--- src/hdl/cclt_pkg.sv ---
// Package of register map, field layout and timing constants for the control-line trigger
package cclt_pkg;
    // ********************************************************************
    // Register indices (byte address is four times the index)
    // ********************************************************************
    localparam logic [5:0] REG_AUX_C_IDX    = 6'h05;
    localparam logic [5:0] REG_LINE_IDX     = 6'h07;
    localparam logic [5:0] REG_AUX_B_IDX    = 6'h10;
    localparam logic [5:0] REG_EXPOSURE_IDX = 6'h20;
    localparam logic [5:0] REG_SER_CFG_IDX  = 6'h21;
    localparam logic [5:0] REG_SER_GAP_IDX  = 6'h22;
    localparam logic [5:0] REG_STATUS_IDX   = 6'h23;

    // ********************************************************************
    // Field positions
    // ********************************************************************
    localparam int AUXC_NARROW_BIT  = 4;
    localparam int AUXB_PHOTO_BIT   = 0;
    localparam int AUXB_LEGACY_BIT  = 1;
    localparam int AUXB_SPARE_BIT   = 4;
    localparam int SCFG_RS232_BIT   = 0;
    localparam int SCFG_EXPO_BIT    = 1;
    localparam int SCFG_MODE5_BIT   = 2;
    localparam int ST_PULSE_BIT     = 0;
    localparam int ST_EXT_BIT       = 1;
    localparam int ST_FVAL_BIT      = 2;
    localparam int ST_GAP_BIT       = 3;
    localparam int ST_JUMPER_BIT    = 4;

    // ********************************************************************
    // Reset values and nibble codes
    // ********************************************************************
    localparam logic [7:0]  BYTE_RESET   = 8'h00;
    localparam logic [15:0] HALF_RESET   = 16'h0000;
    localparam logic [15:0] ONE_MS       = 16'h0001;
    localparam logic [3:0]  NIB_NONE     = 4'h0;
    localparam logic [3:0]  NIB_OPTO_L1  = 4'hA;
    localparam logic [3:0]  NIB_OPTO_L2  = 4'hB;
    localparam logic [3:0]  NIB_FVAL_L4  = 4'hC;

    // ********************************************************************
    // Timing
    // ********************************************************************
    localparam int CLK_PERIOD_NS = 40;
    localparam int MS_TIME_NS    = 1000000;
    localparam int MS_CYCLES_DEF = (MS_TIME_NS + CLK_PERIOD_NS - 1) / CLK_PERIOD_NS;
endpackage : cclt_pkg

--- src/hdl/cclt_pulse_if.sv ---
// Interface between the controller and a millisecond pulse generator
`timescale 1ns/1ps
interface cclt_pulse_if #(parameter int WIDTH_W = 16);
    logic               start;
    logic [WIDTH_W-1:0] width_ms;
    logic               busy;
    logic               done;

    // Generator end and controlling end
    modport gen (input start, input width_ms, output busy, output done);
    modport ctl (output start, output width_ms, input busy, input done);
endinterface : cclt_pulse_if

--- src/hdl/cclt_pulse_gen.sv ---
// Pulse generator counting whole milliseconds of clock cycles
`timescale 1ns/1ps
module cclt_pulse_gen
    import cclt_pkg::*;
#(
    parameter int MS_CYCLES = MS_CYCLES_DEF,
    parameter int WIDTH_W   = 16
) (
    // Clock and reset
    input  wire logic   clk,
    input  wire logic   rst,
    // Pulse request and status
    cclt_pulse_if.gen   pi
);
    typedef enum logic {PG_IDLE, PG_ACTIVE} cclt_pg_state_t;

    localparam int CYC_W = $clog2(MS_CYCLES + 1);
    localparam logic [CYC_W-1:0]   CYC_LAST = CYC_W'(MS_CYCLES - 1);
    localparam logic [WIDTH_W-1:0] W_ONE    = WIDTH_W'(1);

    if (MS_CYCLES < 2) begin : g_chk
        $error("MS_CYCLES must be at least 2");
    end

    cclt_pg_state_t     state_r;
    logic [CYC_W-1:0]   cyc_r;
    logic [WIDTH_W-1:0] ms_left_r;
    logic               term;

    assign term    = (cyc_r == CYC_LAST);
    assign pi.busy = (state_r == PG_ACTIVE);
    assign pi.done = (state_r == PG_ACTIVE) && term && (ms_left_r == W_ONE);

    // ********************************************************************
    // Pulse sequencing
    // ********************************************************************
    // Start only from idle; requests during a pulse are dropped
    always_ff @(posedge clk) begin
        if (rst) begin
            state_r   <= PG_IDLE;
            cyc_r     <= '0;
            ms_left_r <= '0;
        end else begin
            case (state_r)
                PG_IDLE: begin
                    cyc_r <= '0;
                    if (pi.start) begin
                        state_r   <= PG_ACTIVE;
                        ms_left_r <= (pi.width_ms == '0) ? W_ONE : pi.width_ms;
                    end
                end
                PG_ACTIVE: begin
                    // Cycle counter sets the millisecond length
                    if (term) begin
                        cyc_r     <= '0;
                        ms_left_r <= ms_left_r - W_ONE;
                        if (ms_left_r == W_ONE) begin
                            state_r <= PG_IDLE;
                        end
                    end else begin
                        cyc_r <= cyc_r + CYC_W'(1);
                    end
                end
                default: state_r <= PG_IDLE;
            endcase
        end
    end

    // ********************************************************************
    // Checks
    // ********************************************************************
    logic [31:0] len_r;
    logic [31:0] want_r;
    always_ff @(posedge clk) begin
        if (rst) begin
            len_r  <= '0;
            want_r <= '0;
        end else if (!pi.busy && pi.start) begin
            len_r  <= 32'h1;
            want_r <= 32'((pi.width_ms == '0) ? W_ONE : pi.width_ms) * 32'(MS_CYCLES);
        end else if (pi.busy) begin
            len_r <= len_r + 32'h1;
        end
    end

    pulse_len_a: assert property (@(posedge clk) disable iff (rst)
        pi.done |-> len_r == want_r)
        else $error("pulse length differs from programmed width");
    busy_ignore_a: assert property (@(posedge clk) disable iff (rst)
        (pi.busy && pi.start && !term) |=> ms_left_r == $past(ms_left_r))
        else $error("pulse restarted while active");
    pulse_seen_c: cover property (@(posedge clk) disable iff (rst) pi.done);
endmodule : cclt_pulse_gen

--- src/hdl/cclt_ctrl_line_trigger.sv ---
// Camera control-line driver with trigger pulses, alternate sources and utility bits
// Notes on behaviour
// - Low nibble of line control sets each control line's idle level.
// - High nibble picks pulsed lines; zero means no pulses at all.
// - Nonzero pulse nibble gives a one-millisecond pulse per acquisition on chosen lines.
// - In exposure-timed mode the pulse lasts the programmed exposure instead.
// - Code A drives line 1 from the optocoupled external trigger.
// - Code B drives line 2 from the optocoupler, lines 1, 3, 4 low.
// - Code C drives line 4 with frame-valid for forwarded frames only.
// - Aux C bit 4 selects narrow link format; clear means wide; resets clear.
// - Aux B bit 0 lets external or fixed-period trigger fire and arm.
// - Photo-trigger mode suppresses the end-of-transfer interrupt.
// - Aux B bit 4 turns the serial-out pair into a fifth mode output.
// - Aux B holds a legacy camera compatibility bit.
// - Serial channel differential by default; RS232 only if selected and jumper agrees.
// - Optional millisecond gap inserted between serial characters.
//
// The Avalon-MM slave port was chosen for this implementation.
`timescale 1ns/1ps
module cclt_ctrl_line_trigger
    import cclt_pkg::*;
#(
    parameter int MS_CYCLES = MS_CYCLES_DEF
) (
    // Clock and reset
    input  wire logic        MCLK,
    input  wire logic        SRST,
    // Avalon-MM slave
    input  wire logic [7:0]  AVS_ADDRESS,
    input  wire logic        AVS_READ,
    input  wire logic        AVS_WRITE,
    input  wire logic [31:0] AVS_WRITEDATA,
    input  wire logic [3:0]  AVS_BYTEENABLE,
    output logic      [31:0] AVS_READDATA,
    output logic             AVS_WAITREQUEST,
    // Acquisition and trigger sources
    input  wire logic        ACQ_REQ,
    input  wire logic        FIXED_TRIG,
    input  wire logic        EXT_TRIG_PIN,
    input  wire logic        FRAME_VALID_PIN,
    input  wire logic        FRAME_TO_HOST,
    input  wire logic        DMA_DONE,
    // Serial channel
    input  wire logic        SER_CTRL_OUT_IN,
    input  wire logic        SER_CHAR_DONE,
    input  wire logic        DIFFERENTIAL_JUMPER_SETTING_JUMPER_PIN,
    // Camera side and board outputs
    output logic      [3:0]  CAM_CTRL_LINE,
    output logic             SER_PAIR_OUT,
    output logic             SER_TX_HOLD,
    output logic             SER_RS232_SEL,
    output logic             LINK_NARROW_FMT,
    output logic             LEGACY_CAM,
    output logic             ARM_ACQ,
    output logic             DMA_IRQ
);
    localparam int NPIN = 3;

    // ********************************************************************
    // Helpers
    // ********************************************************************
    // True for nibbles that request plain trigger pulses
    function automatic logic is_pulse_code(input logic [3:0] nib);
        is_pulse_code = (nib != NIB_NONE) && (nib != NIB_OPTO_L1)
                     && (nib != NIB_OPTO_L2) && (nib != NIB_FVAL_L4);
    endfunction : is_pulse_code

    // ********************************************************************
    // Pin synchronisers
    // ********************************************************************
    logic [NPIN-1:0] pin_in;
    logic [NPIN-1:0] pin_s1_r;
    logic [NPIN-1:0] pin_s2_r;
    logic [NPIN-1:0] pin_s3_r;
    logic [NPIN-1:0] pin_r;
    assign pin_in = {DIFFERENTIAL_JUMPER_SETTING_JUMPER_PIN, FRAME_VALID_PIN, EXT_TRIG_PIN};

    // Three stages; level accepted once stages two and three agree
    for (genvar g = 0; g < NPIN; g++) begin : g_sync
        always_ff @(posedge MCLK) begin
            if (SRST) begin
                pin_s1_r[g] <= 1'b0;
                pin_s2_r[g] <= 1'b0;
                pin_s3_r[g] <= 1'b0;
                pin_r[g]    <= 1'b0;
            end else begin
                pin_s1_r[g] <= pin_in[g];
                pin_s2_r[g] <= pin_s1_r[g];
                pin_s3_r[g] <= pin_s2_r[g];
                if (pin_s2_r[g] == pin_s3_r[g]) begin
                    pin_r[g] <= pin_s3_r[g];
                end
            end
        end
    end

    logic ext_trig;
    logic frame_valid;
    logic jumper_differential_jumper_setting;
    logic ext_prev_r;
    logic ext_rise;
    assign ext_trig    = pin_r[0];
    assign frame_valid = pin_r[1];
    assign jumper_differential_jumper_setting = pin_r[2];
    assign ext_rise    = ext_trig && !ext_prev_r;

    // Edge detector on the accepted trigger level
    always_ff @(posedge MCLK) begin
        if (SRST) begin
            ext_prev_r <= 1'b0;
        end else begin
            ext_prev_r <= ext_trig;
        end
    end

    // ********************************************************************
    // Register file and bus slave
    // ********************************************************************
    logic [7:0]  aux_control_c_r;
    logic [7:0]  line_control_r;
    logic [7:0]  aux_control_b_r;
    logic [15:0] exposure_ms_r;
    logic [7:0]  serial_cfg_r;
    logic [15:0] serial_gap_ms_r;
    logic        ack_r;
    logic        req;
    logic        wr_en;
    logic [5:0]  idx;
    logic        aligned;
    logic [31:0] rd_nxt;
    logic [7:0]  status;

    assign req             = AVS_READ || AVS_WRITE;
    assign AVS_WAITREQUEST = req && !ack_r;
    assign wr_en           = AVS_WRITE && ack_r;
    assign idx             = AVS_ADDRESS[7:2];
    assign aligned         = (AVS_ADDRESS[1:0] == 2'b00);

    // One wait cycle per access, then the answer
    always_ff @(posedge MCLK) begin
        if (SRST) begin
            ack_r <= 1'b0;
        end else begin
            ack_r <= req && !ack_r;
        end
    end

    // Register writes, lane by lane
    always_ff @(posedge MCLK) begin
        if (SRST) begin
            aux_control_c_r <= BYTE_RESET;
            line_control_r  <= BYTE_RESET;
            aux_control_b_r <= BYTE_RESET;
            exposure_ms_r   <= ONE_MS;
            serial_cfg_r    <= BYTE_RESET;
            serial_gap_ms_r <= HALF_RESET;
        end else if (wr_en && aligned) begin
            if (idx == REG_AUX_C_IDX) begin
                if (AVS_BYTEENABLE[0]) aux_control_c_r <= AVS_WRITEDATA[7:0];
            end else if (idx == REG_LINE_IDX) begin
                if (AVS_BYTEENABLE[0]) line_control_r <= AVS_WRITEDATA[7:0];
            end else if (idx == REG_AUX_B_IDX) begin
                if (AVS_BYTEENABLE[0]) aux_control_b_r <= AVS_WRITEDATA[7:0];
            end else if (idx == REG_EXPOSURE_IDX) begin
                if (AVS_BYTEENABLE[0]) exposure_ms_r[7:0]  <= AVS_WRITEDATA[7:0];
                if (AVS_BYTEENABLE[1]) exposure_ms_r[15:8] <= AVS_WRITEDATA[15:8];
            end else if (idx == REG_SER_CFG_IDX) begin
                if (AVS_BYTEENABLE[0]) serial_cfg_r <= AVS_WRITEDATA[7:0];
            end else if (idx == REG_SER_GAP_IDX) begin
                if (AVS_BYTEENABLE[0]) serial_gap_ms_r[7:0]  <= AVS_WRITEDATA[7:0];
                if (AVS_BYTEENABLE[1]) serial_gap_ms_r[15:8] <= AVS_WRITEDATA[15:8];
            end
        end
    end

    // Read multiplexer; unmapped reads return zero
    always_comb begin
        rd_nxt = '0;
        if (!aligned) begin
            rd_nxt = '0;
        end else if (idx == REG_AUX_C_IDX) begin
            rd_nxt[7:0] = aux_control_c_r;
        end else if (idx == REG_LINE_IDX) begin
            rd_nxt[7:0] = line_control_r;
        end else if (idx == REG_AUX_B_IDX) begin
            rd_nxt[7:0] = aux_control_b_r;
        end else if (idx == REG_EXPOSURE_IDX) begin
            rd_nxt[15:0] = exposure_ms_r;
        end else if (idx == REG_SER_CFG_IDX) begin
            rd_nxt[7:0] = serial_cfg_r;
        end else if (idx == REG_SER_GAP_IDX) begin
            rd_nxt[15:0] = serial_gap_ms_r;
        end else if (idx == REG_STATUS_IDX) begin
            rd_nxt[7:0] = status;
        end
    end

    // Read data captured in the wait cycle, stands at the answer edge
    always_ff @(posedge MCLK) begin
        if (SRST) begin
            AVS_READDATA <= '0;
        end else if (AVS_READ && !ack_r) begin
            AVS_READDATA <= rd_nxt;
        end
    end

    // ********************************************************************
    // Mode decode
    // ********************************************************************
    logic [3:0] idle_lvl;
    logic [3:0] nib;
    logic       photo_mode;
    logic       expo_mode;
    logic       fire;
    assign idle_lvl   = line_control_r[3:0];
    assign nib        = line_control_r[7:4];
    assign photo_mode = aux_control_b_r[AUXB_PHOTO_BIT];
    assign expo_mode  = serial_cfg_r[SCFG_EXPO_BIT];
    // Acquisition from software or, in photo mode, from a trigger source
    assign fire       = ACQ_REQ || (photo_mode && (ext_rise || FIXED_TRIG));

    // ********************************************************************
    // Trigger pulse and serial gap generators
    // ********************************************************************
    cclt_pulse_if #(.WIDTH_W(16)) trig_pi ();
    cclt_pulse_if #(.WIDTH_W(16)) gap_pi ();

    assign trig_pi.start    = fire && is_pulse_code(nib);
    assign trig_pi.width_ms = expo_mode ? exposure_ms_r : ONE_MS;
    assign gap_pi.start     = SER_CHAR_DONE && (serial_gap_ms_r != HALF_RESET);
    assign gap_pi.width_ms  = serial_gap_ms_r;

    cclt_pulse_gen #(.MS_CYCLES(MS_CYCLES), .WIDTH_W(16)) u_trig (
        .clk (MCLK),
        .rst (SRST),
        .pi  (trig_pi)
    );

    cclt_pulse_gen #(.MS_CYCLES(MS_CYCLES), .WIDTH_W(16)) u_gap (
        .clk (MCLK),
        .rst (SRST),
        .pi  (gap_pi)
    );

    assign SER_TX_HOLD = gap_pi.busy;

    // ********************************************************************
    // Control line drive
    // ********************************************************************
    logic [3:0] line_nxt;
    always_comb begin
        line_nxt = idle_lvl;
        if (nib == NIB_OPTO_L1) begin
            line_nxt[0] = ext_trig;
        end else if (nib == NIB_OPTO_L2) begin
            line_nxt    = 4'h0;
            line_nxt[1] = ext_trig;
        end else if (nib == NIB_FVAL_L4) begin
            line_nxt[3] = frame_valid && FRAME_TO_HOST;
        end else if (is_pulse_code(nib) && trig_pi.busy) begin
            line_nxt = idle_lvl ^ nib;
        end
    end

    // Registered outputs toward camera and host
    always_ff @(posedge MCLK) begin
        if (SRST) begin
            CAM_CTRL_LINE <= 4'h0;
            ARM_ACQ       <= 1'b0;
            DMA_IRQ       <= 1'b0;
            SER_PAIR_OUT  <= 1'b0;
        end else begin
            CAM_CTRL_LINE <= line_nxt;
            ARM_ACQ       <= photo_mode && (ext_rise || FIXED_TRIG);
            DMA_IRQ       <= DMA_DONE && !photo_mode;
            SER_PAIR_OUT  <= aux_control_b_r[AUXB_SPARE_BIT] ?
                             serial_cfg_r[SCFG_MODE5_BIT] : SER_CTRL_OUT_IN;
        end
    end

    // Static configuration outputs
    assign LINK_NARROW_FMT = aux_control_c_r[AUXC_NARROW_BIT];
    assign LEGACY_CAM      = aux_control_b_r[AUXB_LEGACY_BIT];
    assign SER_RS232_SEL   = serial_cfg_r[SCFG_RS232_BIT] && !jumper_differential_jumper_setting;

    // Status readback
    always_comb begin
        status                = '0;
        status[ST_PULSE_BIT]  = trig_pi.busy;
        status[ST_EXT_BIT]    = ext_trig;
        status[ST_FVAL_BIT]   = frame_valid;
        status[ST_GAP_BIT]    = gap_pi.busy;
        status[ST_JUMPER_BIT] = jumper_differential_jumper_setting;
    end

    // ********************************************************************
    // Checks
    // ********************************************************************
    idle_level_a: assert property (@(posedge MCLK) disable iff (SRST)
        (nib == NIB_NONE) |=> CAM_CTRL_LINE == $past(idle_lvl))
        else $error("idle level not driven");
    no_pulse_a: assert property (@(posedge MCLK) disable iff (SRST)
        (nib == NIB_NONE) |-> !trig_pi.start)
        else $error("pulse started with zero nibble");
    fixed_width_a: assert property (@(posedge MCLK) disable iff (SRST)
        (trig_pi.start && !expo_mode) |-> trig_pi.width_ms == ONE_MS)
        else $error("fixed pulse not one millisecond");
    expo_width_a: assert property (@(posedge MCLK) disable iff (SRST)
        (trig_pi.start && expo_mode) |-> trig_pi.width_ms == exposure_ms_r)
        else $error("exposure width not applied");
    opto_line1_a: assert property (@(posedge MCLK) disable iff (SRST)
        (nib == NIB_OPTO_L1) |=> CAM_CTRL_LINE[0] == $past(ext_trig))
        else $error("line 1 not following optocoupler");
    opto_line2_a: assert property (@(posedge MCLK) disable iff (SRST)
        (nib == NIB_OPTO_L2) |=> CAM_CTRL_LINE == {2'b00, $past(ext_trig), 1'b0})
        else $error("line 2 mode wrong");
    fval_line4_a: assert property (@(posedge MCLK) disable iff (SRST)
        (nib == NIB_FVAL_L4 && !FRAME_TO_HOST) |=> !CAM_CTRL_LINE[3])
        else $error("frame-valid shown for unforwarded frame");
    link_fmt_a: assert property (@(posedge MCLK) disable iff (SRST)
        (wr_en && aligned && idx == REG_AUX_C_IDX && AVS_BYTEENABLE[0])
        |=> LINK_NARROW_FMT == $past(AVS_WRITEDATA[AUXC_NARROW_BIT]))
        else $error("link format bit not updated");
    photo_arm_a: assert property (@(posedge MCLK) disable iff (SRST)
        (photo_mode && ext_rise) |=> ARM_ACQ)
        else $error("external trigger did not arm");
    irq_block_a: assert property (@(posedge MCLK) disable iff (SRST)
        (DMA_DONE && photo_mode) |=> !DMA_IRQ)
        else $error("interrupt raised in photo mode");
    rs232_sel_a: assert property (@(posedge MCLK) disable iff (SRST)
        jumper_differential_jumper_setting |-> !SER_RS232_SEL)
        else $error("RS232 chosen against jumper");
    gap_hold_a: assert property (@(posedge MCLK) disable iff (SRST)
        (gap_pi.start && !gap_pi.busy) |=> SER_TX_HOLD [*2])
        else $error("serial gap not held");
    bus_answer_a: assert property (@(posedge MCLK) disable iff (SRST)
        $rose(req) |-> AVS_WAITREQUEST ##1 !AVS_WAITREQUEST)
        else $error("bus answer not after one wait cycle");

    trig_pulse_c: cover property (@(posedge MCLK) disable iff (SRST) trig_pi.done);
    photo_fire_c: cover property (@(posedge MCLK) disable iff (SRST) ARM_ACQ);
    gap_done_c:   cover property (@(posedge MCLK) disable iff (SRST) gap_pi.done);
    opto_drive_c: cover property (@(posedge MCLK) disable iff (SRST)
        nib == NIB_OPTO_L2 && CAM_CTRL_LINE[1]);
endmodule : cclt_ctrl_line_trigger

--- config.mk ---
export PLATFORM = sky130hd
export DESIGN_NAME = cclt_ctrl_line_trigger
export DESIGN_NICKNAME = d
export VERILOG_FILES = /design/src/hdl/cclt_pkg.sv /design/src/hdl/cclt_pulse_if.sv /design/src/hdl/cclt_pulse_gen.sv /design/src/hdl/cclt_ctrl_line_trigger.sv
export SDC_FILE = /design/constraint.sdc
export NUM_CORES = 1
export LEC_CHECK = 0
export BUFFER_PORTS_ARGS = -buffer_cell sky130_fd_sc_hd__buf_2
export CAP_MARGIN = 20
export CORE_ASPECT_RATIO = 2
export CORE_UTILIZATION = 58
export DETAILED_ROUTE_END_ITERATION = 10
export HOLD_SLACK_MARGIN = 0.15
export PLACE_DENSITY = 0.85
export SETUP_SLACK_MARGIN = 0.2
export SYNTH_ARGS = -nofsm -noshare
export SYNTH_HDL_FRONTEND = slang
export SYNTH_SLANG_ARGS = --single-unit
--- constraint.sdc ---
create_clock -name MCLK -period 2.65 [get_ports MCLK]
set_input_delay 0.3975 -clock MCLK [delete_from_list [all_inputs] [get_ports MCLK]]
set_output_delay 0.3975 -clock MCLK [all_outputs]
set_load 0.1 [all_outputs]
Yosys cells after proc, flatten, opt, wreduce, memory -nomap -nowiden. Cells that the tools add are included.

Add/sub/neg operators: 4. Multiply operators: 0. Div/mod/pow operators: 0. Magnitude comparators: 0. Eq/ne operators: 24. Shifts and indexed selects: 0. Multiplexer cells: 41. Bitwise operators: 8. Reductions and logical operators: 37.

Operator list (count): 16-bit 2-to-1 mux (9); 8-bit 2-to-1 mux (10); 16-bit one-hot mux with 2 select lines (2); 15-bit one-hot mux with 2 select lines (2); 16-bit by 1-bit == test with 1-bit output, second input constant (2); 16-bit zero test (2); 16-bit by 1-bit subtractor with 16-bit output, second input constant (2); 15-bit by 1-bit adder with 15-bit output, second input constant (2); 15-bit == test, second input constant (2); 15-bit 2-to-1 mux (2); 6-bit == test, second input constant (4); 8-bit AND reduction (2); 16-bit nonzero test (1); 1-bit logical AND (15); 4-bit == test, second input constant (3); 6-bit by 3-bit == test with 1-bit output, second input constant (2); 4-bit inequality test, second input constant (3); 6-bit AND reduction (2); 1-bit 2-to-1 mux (9); 4-bit 2-to-1 mux (2); 2-bit inequality test, second input constant (4); 1-bit inverter (7); 7-bit AND reduction (1); 6-bit by 5-bit == test with 1-bit output, second input constant (1); 13 further kinds (23).

Register bits: 165. Latch bits: 0. RAM bits: 0. ROM bits: 0. Bits of input ports: 57. Output and inout port bits: 44. Word-level logic and storage cells: 147. Memories kept: 0.

Depth between registers and ports, before layout. Gate-level depths: netlist (run 1).

Word-level depth: 9. Mapped depth: 8. Mapped depth without buffers: 7.

By module. Synthesis (run 1) repeated with hierarchy kept, for this count alone.

Cell total of the unflattened synthesis: 992. Area total of the unflattened synthesis: 8386.8 um2.

By module, submodules not included: cclt_ctrl_line_trigger (instances 1, cells each 549, area each 4755.8 um2, seq. area each 2021.9 um2); cclt_pulse_gen at u_gap (instances 1, cells each 223, area each 1868.0 um2, seq. area each 640.6 um2); cclt_pulse_gen at u_trig (instances 1, cells each 220, area each 1762.9 um2, seq. area each 640.6 um2).

Least setup slack after synthesis (run 1). OpenSTA, ideal clock, no wires.

Path type: register to register. From: register u_gap.state_r (netlist: u_gap.pi.busy). To: register u_gap.cyc_r[7]. Setup time: 0.064 ns. Arrival: 2.338 ns. Data required time: 2.586 ns. Slack: 0.248 ns. Cell stages (with the launch flop): 6. Path buffers: 2. Period minus slack after synthesis: 2.402 ns. Path through: dfxtp_1 > clkinv_1 > or3_1 > clkbuf_1 > buf_2 > nor2_1.

Cells in the longest elaborated chain, start to end: 2.

Ends and longest elaborated chain: start: declaration (RTL line cclt_pulse_gen.sv:25) `cclt_pg_state_t state_r;`; start signal: assignment (RTL line cclt_pulse_gen.sv:40) `state_r <= PG_IDLE;`; start signal: assignment (RTL line cclt_pulse_gen.sv:48) `state_r <= PG_ACTIVE;`; start signal: assignment (RTL line cclt_pulse_gen.sv:58) `state_r <= PG_IDLE;`; 1-bit inverter (RTL line cclt_pulse_gen.sv:44) `case (state_r)`; 15-bit one-hot mux with 2 select lines * (RTL line cclt_pulse_gen.sv:44); end signal: assignment (RTL line cclt_pulse_gen.sv:61) `cyc_r <= cyc_r + CYC_W'(1);`; end: declaration (RTL line cclt_pulse_gen.sv:26) `logic [CYC_W-1:0] cyc_r;`.

Mark *: on every way between the ends. The rest lies on a longest branch, timed or not. A chain may end at the register's enable or synchronous reset.

Worst setup path in the final report (run 1).
From: register serial_gap_ms_r[11] (netlist: gap_pi.width_ms[11]). To: register u_gap.ms_left_r[0].

Cells in the longest elaborated chain, start to end: 4. Elaborated cells on any way between the ends: 8. Those cells by class: 1 x eq/ne; 3 x mux; 4 x reduce/logical.

Ends and longest elaborated chain: start: declaration (RTL line cclt_ctrl_line_trigger.sv:124) `logic [15:0] serial_gap_ms_r;`; start signal: assignment (RTL line cclt_ctrl_line_trigger.sv:171) `if (AVS_BYTEENABLE[1]) serial_gap_ms_r[15:8] <= AVS_WRITEDATA[15:8];`; 16-bit zero test or 16-bit nonzero test (tied branches) (RTL line cclt_pulse_gen.sv:49, cclt_ctrl_line_trigger.sv:230); 16-bit 2-to-1 mux or 1-bit logical AND (tied branches) (RTL line cclt_pulse_gen.sv:49, cclt_ctrl_line_trigger.sv:230); 16-bit 2-to-1 mux or 2-bit inequality test (tied branches); 16-bit one-hot mux with 2 select lines or 2-bit AND reduction (tied branches); end signal: assignment (RTL line cclt_pulse_gen.sv:49) `ms_left_r <= (pi.width_ms == '0) ? W_ONE : pi.width_ms;`; end signal: assignment (RTL line cclt_pulse_gen.sv:56) `ms_left_r <= ms_left_r - W_ONE;`; end: declaration (RTL line cclt_pulse_gen.sv:27) `logic [WIDTH_W-1:0] ms_left_r;`.

Several ways; a longest one is shown, not always the timed one. The select of a mux whose other input is x is not followed.

==> results.json, run 1 <==
{
  "start_util_pct": 59.40,
  "violations": "design-rule violations",
  "grt_pass1_vias": 7358,
  "drtIter0Drc": 738,
  "fmax_ghz": 0.4269,
  "grt_pass1_wl_um": 35100,
  "reg2reg_slack_ps": 310,
  "cpPeakStageDelay_ps": 580,
  "final_cells": 1157,
  "syn2layout_area_growth_pct": 12.93,
  "max-vdd-ir-drop_mv": 0.4843,
  "portBuffers": 66,
  "highest-signal-layer": "met4",
  "cts.clk_slew.worst_paths_ps": 70,
  "vias_per_cell": 6.415,
  "die_area_sq_um": 14260,
  "clock_latency_ps": 430,
  "finalClockSkew_ps": 11.41,
  "synth.area.top_cells": "dfxtp_1 (41%), mux2i_1 (5.9%), nor2_1 (5.5%), a21oi_1 (4.7%), nand2_1 (4.1%)",
  "place_hpwl_um": 15050,
  "status": "finished with violations",
  "avgSynthCellArea_sq_um": 8.565,
  "period_minus_slack_ps": 2343,
  "nFillCells": 1082,
  "final_common_cell": "dfxtp_1",
  "synth_top_cell_by_area": "dfxtp_1",
  "synth_edf_count": 0,
  "timing.final.crit_share_pct": 88.40,
  "synth_top_area_share_pct": 41.38,
  "slew_viol_final": 0,
  "hp-class": "input port to register",
  "cts_tree": "yes",
  "detail_route.wl_per_cell_um": 18.81,
  "netlist_instances": 932,
  "yosys_most_used_dff": "dfxtp_1",
  "synth-seq-cells": 165,
  "wl_met2_um": 11530,
  "ctsResizeCount": 0,
  "synth_area_sq_um": 7983,
  "overflow": 0,
  "hold_buffers": 0,
  "grt.total_usage_pct": 31.04,
  "rows": 60,
  "crit_slowest_cell": "or4_1",
  "path_buf_inv": 1,
  "synth_cell_types": 76,
  "worstHoldEndpoint": "pin_s1_r[0]",
  "setup_viol_count_final": 0,
  "htree_levels": 4,
  "drive_gt1_share_pct": 15.67,
  "nets": 1052,
  "die_w_um": 84.96,
  "final_cell_mix": "dfxtp_1 (165), nor2_1 (116), nand2_1 (88)",
  "clock_path_buffers": 2,
  "ios": 101,
  "dieHeight_um": 167.9,
  "hold_depth": 2,
  "relSlewSlack_pct": 40.34,
  "yosysWarnings": 0,
  "cap_viol_max_count": 0,
  "crit_path_start_kind": "register",
  "n_antenna_cell": 0,
  "wl_met1_um": 7740,
  "crit_family": "compound AO/OA/AOI/OAI gates",
  "antenna_found_initial": 0,
  "p_leak_nw": 3.601,
  "gp_congestion": 0.9435,
  "endpoint_kind": "register",
  "ys_seq_area_share_pct": 41.38,
  "worstPathCellList": "or4_1 -> o41ai_2 -> a21boi_4 -> buf_4 -> a211oi_1 -> a311oi_1",
  "fin_setup_tns_ps": 0,
  "drc": 9,
  "vias": 7422,
  "cts-buffers-inserted": 17,
  "clock-sinks": 165,
  "ant_nets": 0,
  "crit_fanout": 15,
  "first_pass_iters": 10,
  "arrival_ps": 2690,
  "worstSetupPathType": "register to register",
  "postCtsSetupRepairBufs": 0,
  "r2r_start": "gap_pi.width_ms[11]",
  "hold_start": "EXT_TRIG_PIN",
  "wl_met3_um": 1272,
  "rsz0062_at_grt": "false",
  "rr_worst_depth": 6,
  "core_sq_um": 13440,
  "multiInputGateArea_sq_um": 4318,
  "cp.required_ps": 2990,
  "wl_um": 21760,
  "p_per_area_nw_per_um2": 586.9,
  "clockRootBuffer": "clkbuf_16",
  "dp.cells": 1125,
  "seq_area_sq_um": 3303,
  "r2r_end": "u_gap.ms_left_r[0]",
  "tightest_slew_ps": 886.7,
  "grt_max_degree": 81,
  "hold_viol": 0,
  "ys_async_sr_fraction_pct": 0
}
==> through the flow <==
stage	util, %	hold slack, ps	worst slack [ps]	cell area, sq um	total power, W
5_1_grt	67.09	170.3	232.7	9015	0.005409
3_3_place_gp	62.67	424.7	400.6	8422	0.002830
2_1_floorplan	-	413.8	248.0	8039	0.002768
3_5_place_dp	62.67	428.1	324.0	8422	0.002832
4_1_cts	67.09	167.0	318.4	9015	0.005303
6_report	67.09	172.2	307.4	9015	0.005290
==> how the worst max path moves through the flow <==
| stage | cells past startpoint | startpoint | to | slack, ps |
|---|---|---|---|---|
| global route | 5 | ext_trig | u_trig.ms_left_r[4] | 230 |
| CTS | 6 | gap_pi.width_ms[11] | u_gap.ms_left_r[0] | 320 |
| detailed placement | 6 | AVS_ADDRESS[2] | exposure_ms_r[10] | 320 |
| finish | 6 | gap_pi.width_ms[11] | u_gap.ms_left_r[0] | 310 |
| floorplan | 5 | u_gap.pi.busy | u_gap.cyc_r[7] | 250 |
| global placement | 6 | gap_pi.width_ms[11] | u_gap.ms_left_r[0] | 400 |
==> cells by family after synthesis <==
logic type / synth area share, %
and+or+nand+nor: 24.14
AOI/OAI and AO/OA: 17.62
adders and majority gates: 0.9404
xor gates and xnor gates: 3.621
other: 0.04698
buffers and inverters: 5.235
muxes: 7.022
DFF: 41.38
==> synthesized netlist by cell type (8+ instances only) <==
library cell	n
a21oi_1	75
a22o_1	19
a22oi_1	21
and3_1	9
buf_1	10
buf_2	9
buf_4	16
clkbuf_1	33
dfxtp_1	165
inv_1	15
mux2i_1	47
nand2_1	88
nand3_1	55
nor2_1	116
nor2b_1	22
nor3_1	21
nor4_1	11
o21ai_0	15
o32ai_1	12
or3_1	8
or4_1	8
xnor2_1	14
xor2_1	19
==> state kept, by name (all words and copies together) (netlist names), 4 cells and up <==
name              flops
AVS_READDATA         16
CAM_CTRL_LINE         4
aux_control_b_r       8
aux_control_c_r       8
exposure_ms_r        16
gap_pi.width_ms      16
line_control_r        8
serial_cfg_r          8
u_gap.cyc_r          15
u_gap.ms_left_r      16
u_trig.cyc_r         15
u_trig.ms_left_r     16
==> report_power, final <==
| group | internal [W] | switching [W] | total (W) |
|---|---|---|---|
| clock | 0.00137 | 0.00114 | 0.00251 |
| sequential | 0.00249 | 0.00000398 | 0.00249 |
| combinational | 0.0000496 | 0.000242 | 0.000292 |
==> layout make-up <==
cell class                      count  share of cell area (%)
Multi-Input combinational cell    694                   47.90
Clock inverter                     14                   1.707
Timing Repair Buffer               94                   6.024
Tap cell                          155                   2.151
Sequential cell                   165                   36.64
Inverter                           17                  0.7078
Clock buffer                       18                   4.872
==> worst register-to-register path, cell delays in order (launching register included) <==
cell	delay [ps]
dfxtp_1	350
or4_1	580
o41ai_2	470
a21boi_4	270
buf_4	250
a211oi_1	90
a311oi_1	240
==> metal layers <==
layer	track usage [%]	up-vias
met5	0	-
met1	31.15	3492
li1	-	3432
met4	20.41	0
met3	6.422	114
met2	56.59	384
Power figures use the tool's default switching activity.
==> inputs of run 2 (changes only) <==
- CORE_UTILIZATION: 58 -> 59
- PLACE_DENSITY: 0.85 -> 0.86
- SYNTH_HIERARCHICAL: not set -> 1
==> run 2 against run 1 <==
The run now ends clean. Routed wire length increased by 7.5%. Register-to-register slack improved by 30 ps. Total power decreased by 1.0%. Clock power decreased by 3%. Non-clock buffer count increased by 7. Setup slack improved by 31 ps. Sequential power about the same. Synthesized cell count increased by 6.4%. Cell area increased by 5.0%. Critical path type unchanged.
==> results.json, run 2 <==
{
  "synth_area_sq_um": 8387,
  "status": "finished clean",
  "final_cell_mix": "dfxtp_1 (164), nand2_1 (99), a21oi_1 (96)",
  "yosysMostFrequentCell": "dfxtp_1",
  "power_frac_comb_pct": 6.1,
  "die_area_sq_um": 14720,
  "rows": 61,
  "synth_top_family_by_area": "simple AND/OR/NAND/NOR gates",
  "yosysWarnings": 6,
  "cp.required_ps": 2970,
  "drtIter0Drc": 609,
  "p_per_area_nw_per_um2": 553.1,
  "wl_um": 23390,
  "fin_setup_tns_ps": 0,
  "nFillCells": 1174,
  "antenna_found_initial": 0,
  "r2r_end": "u_trig/ms_left_r[15]",
  "timing.final.crit_share_pct": 87.23,
  "rsz0062_at_grt": "false",
  "portBuffers": 66,
  "synth_top_cell_by_area": "dfxtp_1",
  "crit_end": "u_trig/ms_left_r[15]",
  "drc": 0,
  "n_antenna_cell": 0,
  "synth-seq-cells": 165,
  "grt_pass1_vias": 7686,
  "muxShareOfSynthArea_pct": 3.789,
  "ys_seq_area_share_pct": 39.39,
  "nets": 1116,
  "first_pass_iters": 5,
  "synth-simple-area-share_pct": 28.27,
  "hp-class": "input port to register",
  "synthAdderAreaFrac_pct": 0.8951,
  "p_leak_nw": 3.477,
  "period_minus_slack_ps": 2312,
  "vias_per_cell": 6.413,
  "crit_fanout": 9,
  "rr_worst_depth": 9,
  "detail_route.wl_per_cell_um": 18.64,
  "arrival_ps": 2630,
  "die_w_um": 86.31,
  "pwr-share-clk_pct": 46.4,
  "p_sw_w": 0.001429,
  "intPower_w": 0.003808,
  "clock_path_buffers": 2,
  "synth.area.top_cells": "dfxtp_1 (39%), a21oi_1 (5.7%), nand2_1 (4.4%), nand3_1 (4.2%), nor2_1 (3.1%)",
  "grt.total_usage_pct": 32.33,
  "r2r_start": "line_control_r[4]",
  "grt_pass1_wl_um": 37120,
  "synth_cell_types": 84,
  "setup_viol_count_final": 0,
  "syn2layout_area_growth_pct": 12.90,
  "htree_levels": 4,
  "tightest_slew_ps": 771.9,
  "vias": 8048,
  "synth_xor_area_share_pct": 3.028,
  "p_sw_share_pct": 27.29,
  "core_sq_um": 13890,
  "ios": 101,
  "crit_path_start_kind": "register",
  "synth_top_area_share_pct": 39.39,
  "final_cells": 1255,
  "start_util_pct": 60.38,
  "place_hpwl_um": 16530,
  "power_frac_seq_pct": 47.6,
  "ys_async_sr_fraction_pct": 0,
  "clock_latency_ps": 440,
  "hold_buffers": 0,
  "cts_tree": "yes",
  "yosys_most_used_dff": "dfxtp_1",
  "reg2reg_slack_ps": 340,
  "clock-sinks": 165,
  "final_common_cell": "dfxtp_1",
  "finalClockSkew_ps": 10.13,
  "cts.clk_slew.worst_paths_ps": 70,
  "dp.cells": 1223,
  "gp_congestion": 0.9557,
  "fmax_ghz": 0.4326,
  "synth_edf_count": 0,
  "avgSynthCellArea_sq_um": 8.454,
  "dieHeight_um": 170.6,
  "max-vdd-ir-drop_mv": 0.4222,
  "overflow": 0,
  "endpoint_kind": "register",
  "netlist_instances": 992,
  "slew_viol_final": 0,
  "synth_common_cells": "dfxtp_1 (165), nand2_1 (99), a21oi_1 (96)",
  "relSlewSlack_pct": 48.14,
  "grt_max_degree": 74,
  "drive_gt1_share_pct": 15.57,
  "cts-buffers-inserted": 17,
  "hold_viol": 0,
  "worstSetupPathType": "register to register",
  "cap_viol_max_count": 0,
  "clockRootBuffer": "clkbuf_16",
  "ant_nets": 0,
  "critPathLaunch": "line_control_r[4]",
  "synth_compound_area_share_pct": 19.01
}
==> run 2: changes by cell type in the layout (fill, tap and decap cells not counted), moves of 7 or more <==
| cell | change |
|---|---|
| nand3_1 | +15 |
| mux2i_1 | -22 |
| nor2_1 | -46 |
| a22o_1 | -16 |
| nor4_1 | +12 |
| nand2_1 | +11 |
| buf_4 | +7 |
| nand4_1 | +10 |
| and2_1 | +16 |
| a21oi_1 | +21 |
| o21ai_0 | +32 |
| nand3b_1 | +7 |
==> run 2: area by class of cell <==
class	instances	area [sq um]	share of cell area, %
clock buffers	17	425.4	4.493
clock inverters	15	163.9	1.731
inverters	16	60.06	0.6342
multi-input cells	752	4683	49.46
flip-flops and latches	165	3304	34.90
well taps	189	236.5	2.497
repair buffers	101	595.6	6.290
==> run 2: cell families after synthesis <==
family,count (synthesis)
compound gates,244
other cells,1
mux,29
simple gates,428
flops,165
buf+inv,90
fa+ha+maj,6
xor+xnor,29
==> run 2: metrics by stage <==
stage | power [W] | instance area (sq um) | hold WS [ps] | setup WS, ps | utilization [%]
after floorplan | 0.002789 | 8444 | 413.8 | 455.3 | -
after global placement | 0.002859 | 8875 | 416.1 | 406.6 | 63.89
after detailed placement | 0.002860 | 8875 | 428.5 | 405.3 | 63.89
after CTS | 0.005263 | 9464 | 165.7 | 359.0 | 68.13
after global routing | 0.005387 | 9469 | 184.7 | 232.2 | 68.17
final | 0.005238 | 9469 | 170.1 | 338.3 | 68.17
==> run 2: power groups by stage <==
stage / combinational [W] / clock (W) / sequential [W]
final: 0.000318 / 0.00243 / 0.00249
after global placement: 0.000311 / 0 / 0.00255
after CTS: 0.000312 / 0.00246 / 0.00249
after floorplan: 0.000228 / 0 / 0.00256
after detailed placement: 0.000311 / 0 / 0.00255
after global routing: 0.000331 / 0.00256 / 0.00249
==> run 2: how the worst min path moves through the flow <==
stage                             from     endpoint  slack (ps)  cells past startpoint
after floorplan            pin_s1_r[0]  pin_s2_r[0]         410                      1
after global placement     pin_s1_r[1]  pin_s2_r[1]         420                      1
after detailed placement   pin_s1_r[1]  pin_s2_r[1]         430                      1
after CTS                 EXT_TRIG_PIN  pin_s1_r[0]         170                      2
after global routing      EXT_TRIG_PIN  pin_s1_r[0]         180                      2
final                     EXT_TRIG_PIN  pin_s1_r[0]         170                      2
==> run 2: layer usage <==
metal	GRT usage, %	share of wire (%)	vias to the layer above
met5	0	0	-
li1	-	-	3753
met4	24.86	6.9	0
met2	58.01	52	389
met1	31.38	34	3794
met3	7.188	6.6	112
==> run 2: repair_timing <==
| item | in CTS | in global routing |
|---|---|---|
| buffers inserted | 0 | 0 |
| gates resized for setup | 0 | 1 |
| endpoints found under the setup margin | 0 | 1 |
==> run 2: worst max-delay path, cell delays in order (launching register included) <==
cell	delay (ps)
dfxtp_1	490
nor3b_2	120
o21ai_0	170
nand2_1	100
a21oi_1	330
buf_4	210
nand2_1	180
nand2_8	170
nor3b_2	50
or3_1	370
